$ cat config.mk
export PLATFORM = sky130hd
export DESIGN_NAME = adc_test_pattern_gen
export DESIGN_NICKNAME = d
export VERILOG_FILES = /design/src/pattern_gen_pkg.sv /design/src/pattern_engine.sv /design/src/adc_test_pattern_gen.sv
export SDC_FILE = /design/constraint.sdc
export NUM_CORES = 1
export LEC_CHECK = 0
export BUFFER_PORTS_ARGS = -buffer_cell sky130_fd_sc_hd__buf_4
export CORE_UTILIZATION = 45
export DETAILED_ROUTE_END_ITERATION = 8
export PLACE_DENSITY = 0.69
export SETUP_SLACK_MARGIN = 0.1
export SLEW_MARGIN = 0
export SYNTH_ARGS = -nofsm -noshare
export SYNTH_HDL_FRONTEND = slang
export SYNTH_SLANG_ARGS = --single-unit
$ cat constraint.sdc
create_clock -name clk_i -period 2.9 [get_ports clk_i]
set_input_delay 0.145 -clock clk_i [delete_from_list [all_inputs] [get_ports clk_i]]
set_output_delay 0.145 -clock clk_i [all_outputs]
set_load 0.02 [all_outputs]
$ cat src/pattern_gen_pkg.sv
// Purpose: shared constants for the converter test pattern generator
// Assumes: 14-bit samples, byte-wide registers behind a 32-bit wishbone port
// Notes: register offsets are word indices; byte address is four times the index
package pattern_gen_pkg;
  localparam int DATA_W = 14;
  localparam int REG_W = 8;
  localparam int N_DDC = 4;
  localparam int N_USER = 4;
  // register indices
  localparam logic [11:0] IDX_TEST_A = 12'h550;
  localparam logic [11:0] IDX_USER_FIRST = 12'h551;
  localparam logic [11:0] IDX_USER_LAST = 12'h558;
  localparam logic [11:0] IDX_TEST_B = 12'h55f;
  localparam logic [11:0] IDX_FORMAT = 12'h561;
  localparam logic [11:0] IDX_STATUS = 12'h562;
  localparam logic [11:0] IDX_APP_MODE = 12'h200;
  localparam logic [11:0] IDX_DDC0 = 12'h327;
  localparam logic [11:0] IDX_DDC1 = 12'h347;
  localparam logic [11:0] IDX_DDC2 = 12'h367;
  localparam logic [11:0] IDX_DDC3 = 12'h387;
  // test mode register fields
  localparam int TM_CODE_LSB = 0;
  localparam int TM_PN_LONG_RST = 4;
  localparam int TM_PN_SHORT_RST = 5;
  localparam int TM_USER_SINGLE = 7;
  // ddc control fields
  localparam int DDC_TEST_I = 0;
  localparam int DDC_TEST_Q = 2;
  // app mode and format fields
  localparam int APP_DDC_MODE = 0;
  localparam int APP_DDC_EN_LSB = 4;
  localparam int FMT_OFFSET_BIN = 0;
  // reset values
  localparam logic [7:0] TM_RESET = 8'h00;
  localparam logic [7:0] USER_RESET = 8'h00;
  localparam logic [7:0] CTRL_RESET = 8'h00;
  // pattern codes
  localparam logic [3:0] CODE_OFF = 4'h0;
  localparam logic [3:0] CODE_MID = 4'h1;
  localparam logic [3:0] CODE_POS_FS = 4'h2;
  localparam logic [3:0] CODE_NEG_FS = 4'h3;
  localparam logic [3:0] CODE_CHECKER = 4'h4;
  localparam logic [3:0] CODE_PN_LONG = 4'h5;
  localparam logic [3:0] CODE_PN_SHORT = 4'h6;
  localparam logic [3:0] CODE_TOGGLE = 4'h7;
  localparam logic [3:0] CODE_USER = 4'h8;
  localparam logic [3:0] CODE_RAMP = 4'hf;
  // fixed words
  localparam logic [13:0] WORD_MID = 14'h0000;
  localparam logic [13:0] WORD_POS_FS = 14'h1fff;
  localparam logic [13:0] WORD_NEG_FS = 14'h2000;
  localparam logic [13:0] WORD_CHECK_EVEN = 14'h1555;
  localparam logic [13:0] WORD_CHECK_ODD = 14'h2aaa;
  localparam logic [13:0] WORD_ZERO = 14'h0000;
  localparam logic [13:0] WORD_ONES = 14'h3fff;
  // generator seeds
  localparam logic [22:0] SEED_PN_LONG = 23'h003aff;
  localparam logic [8:0] SEED_PN_SHORT = 9'h092;
endpackage

$ cat src/pattern_engine.sv
// Purpose: one channel's test pattern sequencer
// Assumes: sample_i pulses once per converter sample
// Notes: all sequences restart from their seeds while the code is off
`timescale 1ns/1ps
module pattern_engine
  import pattern_gen_pkg::*;
(
  // clock and reset
  input wire logic clk_i,
  input wire logic rst_i,
  // control
  input wire logic sample_i,
  input wire logic [3:0] code_i,
  input wire logic pn_long_rst_i,
  input wire logic pn_short_rst_i,
  input wire logic single_i,
  input wire logic [N_USER*16-1:0] user_i,
  // pattern
  output logic [DATA_W-1:0] pattern_o,
  output logic formatted_o,
  output logic user_done_o
);
  logic [22:0] pn_long;
  logic [8:0] pn_short;
  logic phase;
  logic [2:0] user_idx;
  logic [DATA_W-1:0] ramp;
  logic run;

  // DATA_W (14) lfsr bits per call, each fed back from the two taps
  function automatic logic [22:0] step_long(input logic [22:0] s);
    logic [22:0] r;
    r = s;
    for (int k = 0; k < DATA_W; k++) begin
      r = {r[21:0], r[22] ^ r[17]};
    end
    return r;
  endfunction

  function automatic logic [8:0] step_short(input logic [8:0] s);
    logic [8:0] r;
    r = s;
    for (int k = 0; k < DATA_W; k++) begin
      r = {r[7:0], r[8] ^ r[4]};
    end
    return r;
  endfunction

  assign run = (code_i != CODE_OFF) && sample_i;

  // pseudorandom generators, reset by either reset bit
  always_ff @(posedge clk_i) begin
    if (rst_i || code_i == CODE_OFF || pn_long_rst_i || pn_short_rst_i) begin
      pn_long <= SEED_PN_LONG;
      pn_short <= SEED_PN_SHORT;
    end else if (run) begin
      pn_long <= step_long(pn_long);
      pn_short <= step_short(pn_short);
    end
  end

  // checkerboard / toggle phase and ramp
  always_ff @(posedge clk_i) begin
    if (rst_i || code_i == CODE_OFF) begin
      phase <= 1'b0;
      ramp <= '0;
    end else if (run) begin
      phase <= ~phase;
      ramp <= ramp + DATA_W'(1);
    end
  end

  // user pattern index; index N_USER means the single run is over
  always_ff @(posedge clk_i) begin
    if (rst_i || code_i == CODE_OFF) begin
      user_idx <= '0;
    end else if (run) begin
      if (user_idx == 3'(N_USER - 1)) begin
        user_idx <= single_i ? 3'(N_USER) : 3'd0;
      end else if (user_idx != 3'(N_USER)) begin
        user_idx <= user_idx + 3'd1;
      end
    end
  end

  assign user_done_o = (user_idx == 3'(N_USER));

  // word selection; the fixed levels and checkerboard go through formatting
  always_comb begin
    pattern_o = WORD_ZERO;
    formatted_o = 1'b0;
    unique case (code_i)
      CODE_MID: begin
        pattern_o = WORD_MID;
        formatted_o = 1'b1;
      end
      CODE_POS_FS: begin
        pattern_o = WORD_POS_FS;
        formatted_o = 1'b1;
      end
      CODE_NEG_FS: begin
        pattern_o = WORD_NEG_FS;
        formatted_o = 1'b1;
      end
      CODE_CHECKER: begin
        pattern_o = phase ? WORD_CHECK_ODD : WORD_CHECK_EVEN;
        formatted_o = 1'b1;
      end
      CODE_PN_LONG: pattern_o = pn_long[22:9];
      CODE_PN_SHORT: pattern_o = {pn_short, pn_short[8:4]};
      CODE_TOGGLE: pattern_o = phase ? WORD_ONES : WORD_ZERO;
      CODE_USER: begin
        if (!user_done_o) begin
          pattern_o = user_i[user_idx[1:0]*16+2 +: DATA_W];
        end
      end
      CODE_RAMP: pattern_o = ramp;
      default: pattern_o = WORD_ZERO;
    endcase
  end
endmodule // pattern_engine

$ cat src/adc_test_pattern_gen.sv
// Purpose: converter test pattern insertion ahead of output formatting
// Assumes: classic wishbone slave, byte registers in lane 0, one sample per sample_i pulse
// Notes: register offsets and field positions live in the package
`timescale 1ns/1ps
module adc_test_pattern_gen
  import pattern_gen_pkg::*;
(
  // clock and reset
  input wire logic clk_i,
  input wire logic rst_i,
  // wishbone slave
  input wire logic cyc_i,
  input wire logic stb_i,
  input wire logic we_i,
  input wire logic [13:0] adr_i,
  input wire logic [3:0] sel_i,
  input wire logic [31:0] dat_i,
  output logic [31:0] dat_o,
  output logic ack_o,
  // converter samples
  input wire logic sample_i,
  input wire logic [DATA_W-1:0] adc_a_i,
  input wire logic [DATA_W-1:0] adc_b_i,
  // formatted channel outputs
  output logic [DATA_W-1:0] out_a_o,
  output logic [DATA_W-1:0] out_b_o,
  output logic out_valid_o,
  // downconverter test data
  output logic [N_DDC*DATA_W-1:0] ddc_i_o,
  output logic [N_DDC*DATA_W-1:0] ddc_q_o,
  output logic [N_DDC-1:0] ddc_i_test_o,
  output logic [N_DDC-1:0] ddc_q_test_o
);
  logic [7:0] test_a;
  logic [7:0] test_b;
  logic [7:0] user_reg [2*N_USER];
  logic [7:0] format_reg;
  logic [7:0] app_mode;
  logic [7:0] ddc_ctrl [N_DDC];
  logic [N_USER*16-1:0] user_words;
  logic [DATA_W-1:0] pat_a;
  logic [DATA_W-1:0] pat_b;
  logic fmt_a;
  logic fmt_b;
  logic done_a;
  logic done_b;
  logic [11:0] idx;
  logic req;
  logic wr;
  logic [7:0] next_rdata;
  logic [DATA_W-1:0] next_out_a;
  logic [DATA_W-1:0] next_out_b;

  // offset binary flips the sign bit; raw patterns skip this stage
  function automatic logic [DATA_W-1:0] fmt_word(input logic [DATA_W-1:0] w, input logic apply,
                                                  input logic offset_bin);
    return (apply && offset_bin) ? {~w[DATA_W-1], w[DATA_W-2:0]} : w;
  endfunction

  function automatic logic test_on(input logic [7:0] tm);
    return tm[TM_CODE_LSB +: 4] != CODE_OFF;
  endfunction

  assign idx = adr_i[13:2];
  assign req = cyc_i && stb_i && !ack_o;
  assign wr = req && we_i && sel_i[0];

  // little-endian pairs: even register low byte of a user word
  always_comb begin
    for (int k = 0; k < N_USER; k++) begin
      user_words[k*16 +: 16] = {user_reg[2*k+1], user_reg[2*k]};
    end
  end

  // wishbone ack: one cycle after the strobe, dropped the cycle after
  always_ff @(posedge clk_i) begin
    if (rst_i) begin
      ack_o <= 1'b0;
    end else begin
      ack_o <= req;
    end
  end

  // test mode registers; the pn reset bits are plain storage, held while set
  always_ff @(posedge clk_i) begin
    if (rst_i) begin
      test_a <= TM_RESET;
      test_b <= TM_RESET;
      format_reg <= CTRL_RESET;
      app_mode <= CTRL_RESET;
    end else if (wr) begin
      unique case (idx)
        IDX_TEST_A: test_a <= dat_i[7:0];
        IDX_TEST_B: test_b <= dat_i[7:0];
        IDX_FORMAT: format_reg <= dat_i[7:0];
        IDX_APP_MODE: app_mode <= dat_i[7:0];
        default: ;
      endcase
    end
  end

  // user pattern bytes
  always_ff @(posedge clk_i) begin
    if (rst_i) begin
      for (int k = 0; k < 2*N_USER; k++) begin
        user_reg[k] <= USER_RESET;
      end
    end else if (wr && idx >= IDX_USER_FIRST && idx <= IDX_USER_LAST) begin
      user_reg[3'(idx - IDX_USER_FIRST)] <= dat_i[7:0];
    end
  end

  // downconverter control bytes
  always_ff @(posedge clk_i) begin
    if (rst_i) begin
      for (int k = 0; k < N_DDC; k++) begin
        ddc_ctrl[k] <= CTRL_RESET;
      end
    end else if (wr) begin
      unique case (idx)
        IDX_DDC0: ddc_ctrl[0] <= dat_i[7:0];
        IDX_DDC1: ddc_ctrl[1] <= dat_i[7:0];
        IDX_DDC2: ddc_ctrl[2] <= dat_i[7:0];
        IDX_DDC3: ddc_ctrl[3] <= dat_i[7:0];
        default: ;
      endcase
    end
  end

  // read mux; unmapped indices read zero but still acknowledge
  always_comb begin
    next_rdata = 8'h00;
    unique case (idx)
      IDX_TEST_A: next_rdata = test_a;
      IDX_TEST_B: next_rdata = test_b;
      IDX_FORMAT: next_rdata = format_reg;
      IDX_APP_MODE: next_rdata = app_mode;
      IDX_DDC0: next_rdata = ddc_ctrl[0];
      IDX_DDC1: next_rdata = ddc_ctrl[1];
      IDX_DDC2: next_rdata = ddc_ctrl[2];
      IDX_DDC3: next_rdata = ddc_ctrl[3];
      IDX_STATUS: next_rdata = {4'h0, done_b, done_a, test_on(test_b), test_on(test_a)};
      default: begin
        if (idx >= IDX_USER_FIRST && idx <= IDX_USER_LAST) begin
          next_rdata = user_reg[3'(idx - IDX_USER_FIRST)];
        end
      end
    endcase
  end

  always_ff @(posedge clk_i) begin
    if (rst_i) begin
      dat_o <= 32'h0000_0000;
    end else if (req && !we_i) begin
      dat_o <= {24'h00_0000, next_rdata};
    end
  end

  // channel engines
  pattern_engine u_engine_a (
    .clk_i(clk_i),
    .rst_i(rst_i),
    .sample_i(sample_i),
    .code_i(test_a[TM_CODE_LSB +: 4]),
    .pn_long_rst_i(test_a[TM_PN_LONG_RST]),
    .pn_short_rst_i(test_a[TM_PN_SHORT_RST]),
    .single_i(test_a[TM_USER_SINGLE]),
    .user_i(user_words),
    .pattern_o(pat_a),
    .formatted_o(fmt_a),
    .user_done_o(done_a)
  );

  pattern_engine u_engine_b (
    .clk_i(clk_i),
    .rst_i(rst_i),
    .sample_i(sample_i),
    .code_i(test_b[TM_CODE_LSB +: 4]),
    .pn_long_rst_i(test_b[TM_PN_LONG_RST]),
    .pn_short_rst_i(test_b[TM_PN_SHORT_RST]),
    .single_i(test_b[TM_USER_SINGLE]),
    .user_i(user_words),
    .pattern_o(pat_b),
    .formatted_o(fmt_b),
    .user_done_o(done_b)
  );

  // pattern replaces the converter word; analog data is never looked at then
  always_comb begin
    next_out_a = test_on(test_a) ? fmt_word(pat_a, fmt_a, format_reg[FMT_OFFSET_BIN])
                                 : fmt_word(adc_a_i, 1'b1, format_reg[FMT_OFFSET_BIN]);
    next_out_b = test_on(test_b) ? fmt_word(pat_b, fmt_b, format_reg[FMT_OFFSET_BIN])
                                 : fmt_word(adc_b_i, 1'b1, format_reg[FMT_OFFSET_BIN]);
  end

  // samples only move with the sample strobe, like the encode clock
  always_ff @(posedge clk_i) begin
    if (rst_i) begin
      out_a_o <= '0;
      out_b_o <= '0;
      out_valid_o <= 1'b0;
    end else begin
      out_valid_o <= sample_i;
      if (sample_i) begin
        out_a_o <= next_out_a;
        out_b_o <= next_out_b;
      end
    end
  end

  // downconverter insertion; software sets each ddc's enables itself
  always_ff @(posedge clk_i) begin
    if (rst_i) begin
      ddc_i_o <= '0;
      ddc_q_o <= '0;
      ddc_i_test_o <= '0;
      ddc_q_test_o <= '0;
    end else begin
      for (int k = 0; k < N_DDC; k++) begin
        ddc_i_test_o[k] <= app_mode[APP_DDC_MODE] && app_mode[APP_DDC_EN_LSB+k]
                           && ddc_ctrl[k][DDC_TEST_I];
        if (k == N_DDC - 1) begin
          ddc_q_test_o[k] <= 1'b0;
        end else begin
          ddc_q_test_o[k] <= app_mode[APP_DDC_MODE] && app_mode[APP_DDC_EN_LSB+k]
                             && ddc_ctrl[k][DDC_TEST_Q] && ddc_ctrl[k][DDC_TEST_I];
        end
        if (sample_i) begin
          ddc_i_o[k*DATA_W +: DATA_W] <= pat_a;
          ddc_q_o[k*DATA_W +: DATA_W] <= (k == N_DDC - 1) ? WORD_ZERO : pat_b;
        end
      end
    end
  end

  // checks on the output path
  a_code_off_passes: assert property (@(posedge clk_i) disable iff (rst_i)
    sample_i && !test_on(test_a) && !format_reg[FMT_OFFSET_BIN] |=> out_a_o == $past(adc_a_i))
    else $error("channel a did not pass converter data with test off");
  a_b_off_passes: assert property (@(posedge clk_i) disable iff (rst_i)
    sample_i && !test_on(test_b) && !format_reg[FMT_OFFSET_BIN]
    |=> out_b_o == $past(adc_b_i))
    else $error("channel b did not pass converter data with test off");
  a_pos_full_scale: assert property (@(posedge clk_i) disable iff (rst_i)
    sample_i && test_a[3:0] == CODE_POS_FS && !format_reg[FMT_OFFSET_BIN] |=> out_a_o == WORD_POS_FS)
    else $error("positive full scale word wrong");
  a_neg_full_scale: assert property (@(posedge clk_i) disable iff (rst_i)
    sample_i && test_a[3:0] == CODE_NEG_FS && !format_reg[FMT_OFFSET_BIN]
    |=> out_a_o == WORD_NEG_FS)
    else $error("negative full scale word wrong");
  a_mid_scale: assert property (@(posedge clk_i) disable iff (rst_i)
    sample_i && test_a[3:0] == CODE_MID && !format_reg[FMT_OFFSET_BIN]
    |=> out_a_o == WORD_MID)
    else $error("midscale word wrong");
  a_raw_unformatted: assert property (@(posedge clk_i) disable iff (rst_i)
    sample_i && test_on(test_a) && !fmt_a
    |=> out_a_o == $past(pat_a))
    else $error("raw pattern went through formatting");
  a_formatted_flip: assert property (@(posedge clk_i) disable iff (rst_i)
    sample_i && test_on(test_a) && fmt_a && format_reg[FMT_OFFSET_BIN]
    |=> out_a_o == ($past(pat_a) ^ {1'b1, {(DATA_W-1){1'b0}}}))
    else $error("formatted pattern missed offset binary");
  a_valid_follows: assert property (@(posedge clk_i) disable iff (rst_i)
    sample_i
    |=> out_valid_o)
    else $error("sample not marked valid");
  a_out_hold: assert property (@(posedge clk_i) disable iff (rst_i)
    !sample_i
    |=> !out_valid_o && $stable(out_a_o) && $stable(out_b_o))
    else $error("outputs moved without a sample");

  // sequence checks; a test register write in the same cycle legally moves the word
  a_checker_alt: assert property (@(posedge clk_i) disable iff (rst_i)
    test_a[3:0] == CODE_CHECKER && $stable(test_a) && sample_i && pat_a == WORD_CHECK_EVEN
    |=> pat_a == WORD_CHECK_ODD)
    else $error("checkerboard did not alternate");
  a_toggle_alt: assert property (@(posedge clk_i) disable iff (rst_i)
    test_a[3:0] == CODE_TOGGLE && $stable(test_a) && sample_i |=> pat_a == ~$past(pat_a))
    else $error("word toggle did not invert");
  a_b_toggle_alt: assert property (@(posedge clk_i) disable iff (rst_i)
    test_b[3:0] == CODE_TOGGLE && $stable(test_b) && sample_i
    |=> pat_b == ~$past(pat_b))
    else $error("channel b word toggle did not invert");
  a_ramp_step: assert property (@(posedge clk_i) disable iff (rst_i)
    test_a[3:0] == CODE_RAMP && $stable(test_a) && sample_i |=> pat_a == DATA_W'($past(pat_a) + 1'b1))
    else $error("ramp did not step by one");
  a_ramp_hold: assert property (@(posedge clk_i) disable iff (rst_i)
    test_a[3:0] == CODE_RAMP && $stable(test_a) && !sample_i && !(wr && idx == IDX_TEST_A) |=> $stable(pat_a))
    else $error("ramp moved without a sample");
  a_pn_long_hold: assert property (@(posedge clk_i) disable iff (rst_i)
    test_a[3:0] == CODE_PN_LONG && $stable(test_a) && !sample_i && !(wr && idx == IDX_TEST_A)
    |=> $stable(pat_a))
    else $error("long pn moved without a sample");
  a_pn_short_hold: assert property (@(posedge clk_i) disable iff (rst_i)
    test_a[3:0] == CODE_PN_SHORT && $stable(test_a) && !sample_i && !(wr && idx == IDX_TEST_A)
    |=> $stable(pat_a))
    else $error("short pn moved without a sample");
  a_pn_reseed: assert property (@(posedge clk_i) disable iff (rst_i)
    test_a[3:0] == CODE_PN_LONG && test_a[TM_PN_LONG_RST] |=> pat_a == SEED_PN_LONG[22:9])
    else $error("long pn not reseeded");
  a_pn_short_seed: assert property (@(posedge clk_i) disable iff (rst_i)
    test_a[3:0] == CODE_PN_SHORT && test_a[TM_PN_SHORT_RST]
    |=> pat_a == {SEED_PN_SHORT, SEED_PN_SHORT[8:4]})
    else $error("short pn not reseeded");
  a_user_single: assert property (@(posedge clk_i) disable iff (rst_i)
    test_a[3:0] == CODE_USER && test_a[TM_USER_SINGLE] && done_a |-> pat_a == WORD_ZERO)
    else $error("single user run not followed by zeros");

  // downconverter checks
  a_ddc_i_source: assert property (@(posedge clk_i) disable iff (rst_i)
    sample_i |=> ddc_i_o[DATA_W-1:0] == $past(pat_a) && ddc_q_o[DATA_W-1:0] == $past(pat_b))
    else $error("ddc i/q not fed from channels a/b");
  a_ddc3_no_q: assert property (@(posedge clk_i) disable iff (rst_i)
    !ddc_q_test_o[N_DDC-1] && ddc_q_o[N_DDC*DATA_W-1 -: DATA_W] == WORD_ZERO)
    else $error("fourth ddc carried a q pattern");
  a_ddc3_i_source: assert property (@(posedge clk_i) disable iff (rst_i)
    sample_i
    |=> ddc_i_o[N_DDC*DATA_W-1 -: DATA_W] == $past(pat_a))
    else $error("fourth ddc i not fed from channel a");
  a_ddc3_i_enable: assert property (@(posedge clk_i) disable iff (rst_i)
    app_mode[APP_DDC_MODE] && app_mode[APP_DDC_EN_LSB+N_DDC-1] && ddc_ctrl[N_DDC-1][DDC_TEST_I]
    |=> ddc_i_test_o[N_DDC-1])
    else $error("fourth ddc i test not enabled by its bit");
  a_ddc0_gate: assert property (@(posedge clk_i) disable iff (rst_i)
    !(app_mode[APP_DDC_MODE] && app_mode[APP_DDC_EN_LSB] && ddc_ctrl[0][DDC_TEST_I])
    |=> !ddc_i_test_o[0] && !ddc_q_test_o[0])
    else $error("ddc 0 test insertion without its enables");

  // bus checks
  a_bus_ack: assert property (@(posedge clk_i) disable iff (rst_i)
    cyc_i && stb_i && !ack_o |=> ack_o ##1 !ack_o)
    else $error("wishbone ack not a single cycle");
  a_ack_needs_req: assert property (@(posedge clk_i) disable iff (rst_i)
    !(cyc_i && stb_i) |=> !ack_o)
    else $error("wishbone ack without a request");
endmodule // adc_test_pattern_gen

==> results.ini <==
[power]
p_leak_nw=6.98
p_per_area_mw_per_mm2=501
ir_drop_mv=0.428

[grt]
grt_pass1_wl_mm=68.6
antenna_found_initial=1
grt_max_degree=65
gr-total-overflow=0
grt_pass1_vias=11700
grt_usage_pct=25.0

[synthesis]
yosysSeqAreaShare_pct=45.0
ys_async_sr_fraction_pct=0
synth-edff-count=96
synthTopCellsByArea=dfxtp_1, edfxtp_1, buf_4, mux4_2, and2_1
synthesis.instances=1617
yosys.area.top_type=dfxtp_1
synth_area_sq_mm=0.0155
ys_ff_latch=301
avgSynthCellArea_sq_um=9.59
synth_ff_type=dfxtp_1
post_synth_num_cell_types=67
synth_top_area_share_pct=26.5
synth_warnings=0

[place]
dp.cells=2137
place_congestion=0.941
dp_hpwl_mm=32.6
io_buffers=197

[clock_network]
cts_buffer_depth=3
cts_tree=done
htree_num_levels=1
cts_made_buffers=31
clk_latency_ns=0.57
cts_root_buffer=clkbuf_16
postCtsSetupBuffers=0
clkTransAtPathRegs_ns=0.06
clock-sinks=301

[worst_setup_path]
worst-path-buf-inv=0
crit_arrival_ns=2.72
regToRegSetupSlack_ns=0.44
path_depth=6
required_ns=3.16
cp_common_cell=or2_2
crit_fanout=8
critPathKind=flop to flop
crit_slowest_cell=or2_2
cpPeakStageDelay_ns=0.37
worstRegToRegCells=6
cp-end-kind=flop
crit_family=simple AND/OR/NAND/NOR gates
startpoint_type=flop
crit_chain=nand3b_1 > or2_2 > nor2_1 > nand4_1 > nor3_1 > or2_2

[timing]
fin_crit_ns=2.46
setup_tns_ns=0
clock.fmax_mhz=407
worst_pin_slew_ns=0.656
setup_viol=0
skew_ns=0.0122
slew_headroom_pct=55.6
rsz0062_at_grt=false
report.final.slew_viol_count=0
hold_slack_ns=0.0181
hold_viol_final=0
timing.final.crit_share_pct=84.8

[finish]
nets=1854
syn_to_final_growth_pct=17.4
diodes=0
drive_gt1_share_pct=20.9
fillers=2994
mostFrequentLayoutCells=buf_4, dfxtp_1, nor2_1
largest_reg_flops=64
instances_no_fill=2229
final_common_cell=buf_4

[floorplanning]
die_y_um=188
rows=67
dieWidth_um=188
dieArea_sq_mm=0.0352
initial_core_util_pct=46.0
core_area_sq_mm=0.0337
io_pins=266

[outcome]
status=finished, final reports clean

[detailed_routing]
firstDrtPassIters=7
vias=12800
wl_per_cell_um=20.4
dr.first_iter.drc_count=1348
viasPerCell=5.72
post-route-drc-count=0
wirelength_mm=45.6
detail-route-antenna-nets=0

[run]
cap_violations=0

[hold_path]
min_delay_path_depth=4
hp-class=primary input to flop

==> routing by layer <==
metal	vias up	share of wire, %	global-route usage [%]
met5	-	0.029	0
met4	2	2.6	7.50
met3	87	8.0	3.97
met2	596	47	40.6
met1	6162	42	34.1
li1	5912	-	-
==> per-stage QoR <==
stage	util, %	setup WS, ns	power, mW	area (sq um)
global route	54.0	0.314	9.41	18200
floorplan	-	0.187	5.14	15700
global placement	50.1	0.405	5.41	16900
detailed placement	50.1	0.359	5.42	16900
CTS	54.0	0.454	9.18	18200
finish	54.0	0.441	9.13	18200
==> path summary, 6_finish.rpt <==
path | startpoint | to
worst min-delay path | adc_a_i[13] | out_a_o[13]
worst max register to register | ack_o | user_reg[2][3]
worst max-delay path | ack_o | user_reg[2][3]
worst min register to register | u_engine_b.pn_long[0] | u_engine_b.pn_long[14]
==> worst min-delay path: cells and delay by family <==
family          cells  cell delay, ns
compound gates      2            0.22
xor+xnor            1            0.09
buf+inv             1            0.08
==> kinds of logic (layout without fill, tap and decap cells) <==
| group | after synthesis | after routing | share of synthesized area, % |
|---|---|---|---|
| AO/OA/AOI/OAI | 287 | 287 | 12.5 |
| XOR/XNOR | 84 | 84 | 4.74 |
| adder cells (fa/ha/maj) | 10 | 10 | 0.807 |
| buffers and inverters | 237 | 363 | 8.57 |
| flip-flops | 301 | 301 | 45.0 |
| multiplexers | 85 | 85 | 8.61 |
| other | 1 | 39 | 0.0242 |
| AND/OR/NAND/NOR | 612 | 612 | 19.7 |
==> Yosys cell counts, types with 19 or more instances <==
| cell type | instances |
|---|---|
| xor2_1 | 24 |
| xnor2_1 | 60 |
| a22oi_1 | 19 |
| mux4_2 | 36 |
| o21ai_0 | 33 |
| mux2i_1 | 34 |
| o211ai_1 | 30 |
| and2_1 | 93 |
| dfxtp_1 | 205 |
| edfxtp_1 | 96 |
| nand2_1 | 151 |
| buf_4 | 110 |
| clkbuf_1 | 83 |
| a211oi_1 | 44 |
| nor2_1 | 153 |
| nor3_1 | 42 |
| nand3_1 | 41 |
| nand4_1 | 22 |
| and3_1 | 26 |
| a21oi_1 | 89 |
==> layout make-up <==
| class | count | area [sq um] | area share (%) |
|---|---|---|---|
| Clock buffer | 44 | 877 | 4.82 |
| Multi-Input combinational cell | 1117 | 7360 | 40.4 |
| Tap cell | 448 | 561 | 3.08 |
| Inverter | 18 | 67.6 | 0.371 |
| Timing Repair Buffer | 291 | 2290 | 12.6 |
| Sequential cell | 301 | 6990 | 38.4 |
| Clock inverter | 10 | 57.6 | 0.316 |
==> power breakdown <==
part,switching (mW),internal [mW]
sequential,0.0902,4.44
combinational,0.502,0.352
clock,1.65,2.09
==> repair_timing <==
action,4_1_cts,5_1_grt
endpoints found under the hold margin,51,0
resized for setup,0,0
hold buffers,38,0
Power figures use the tool's default switching activity.
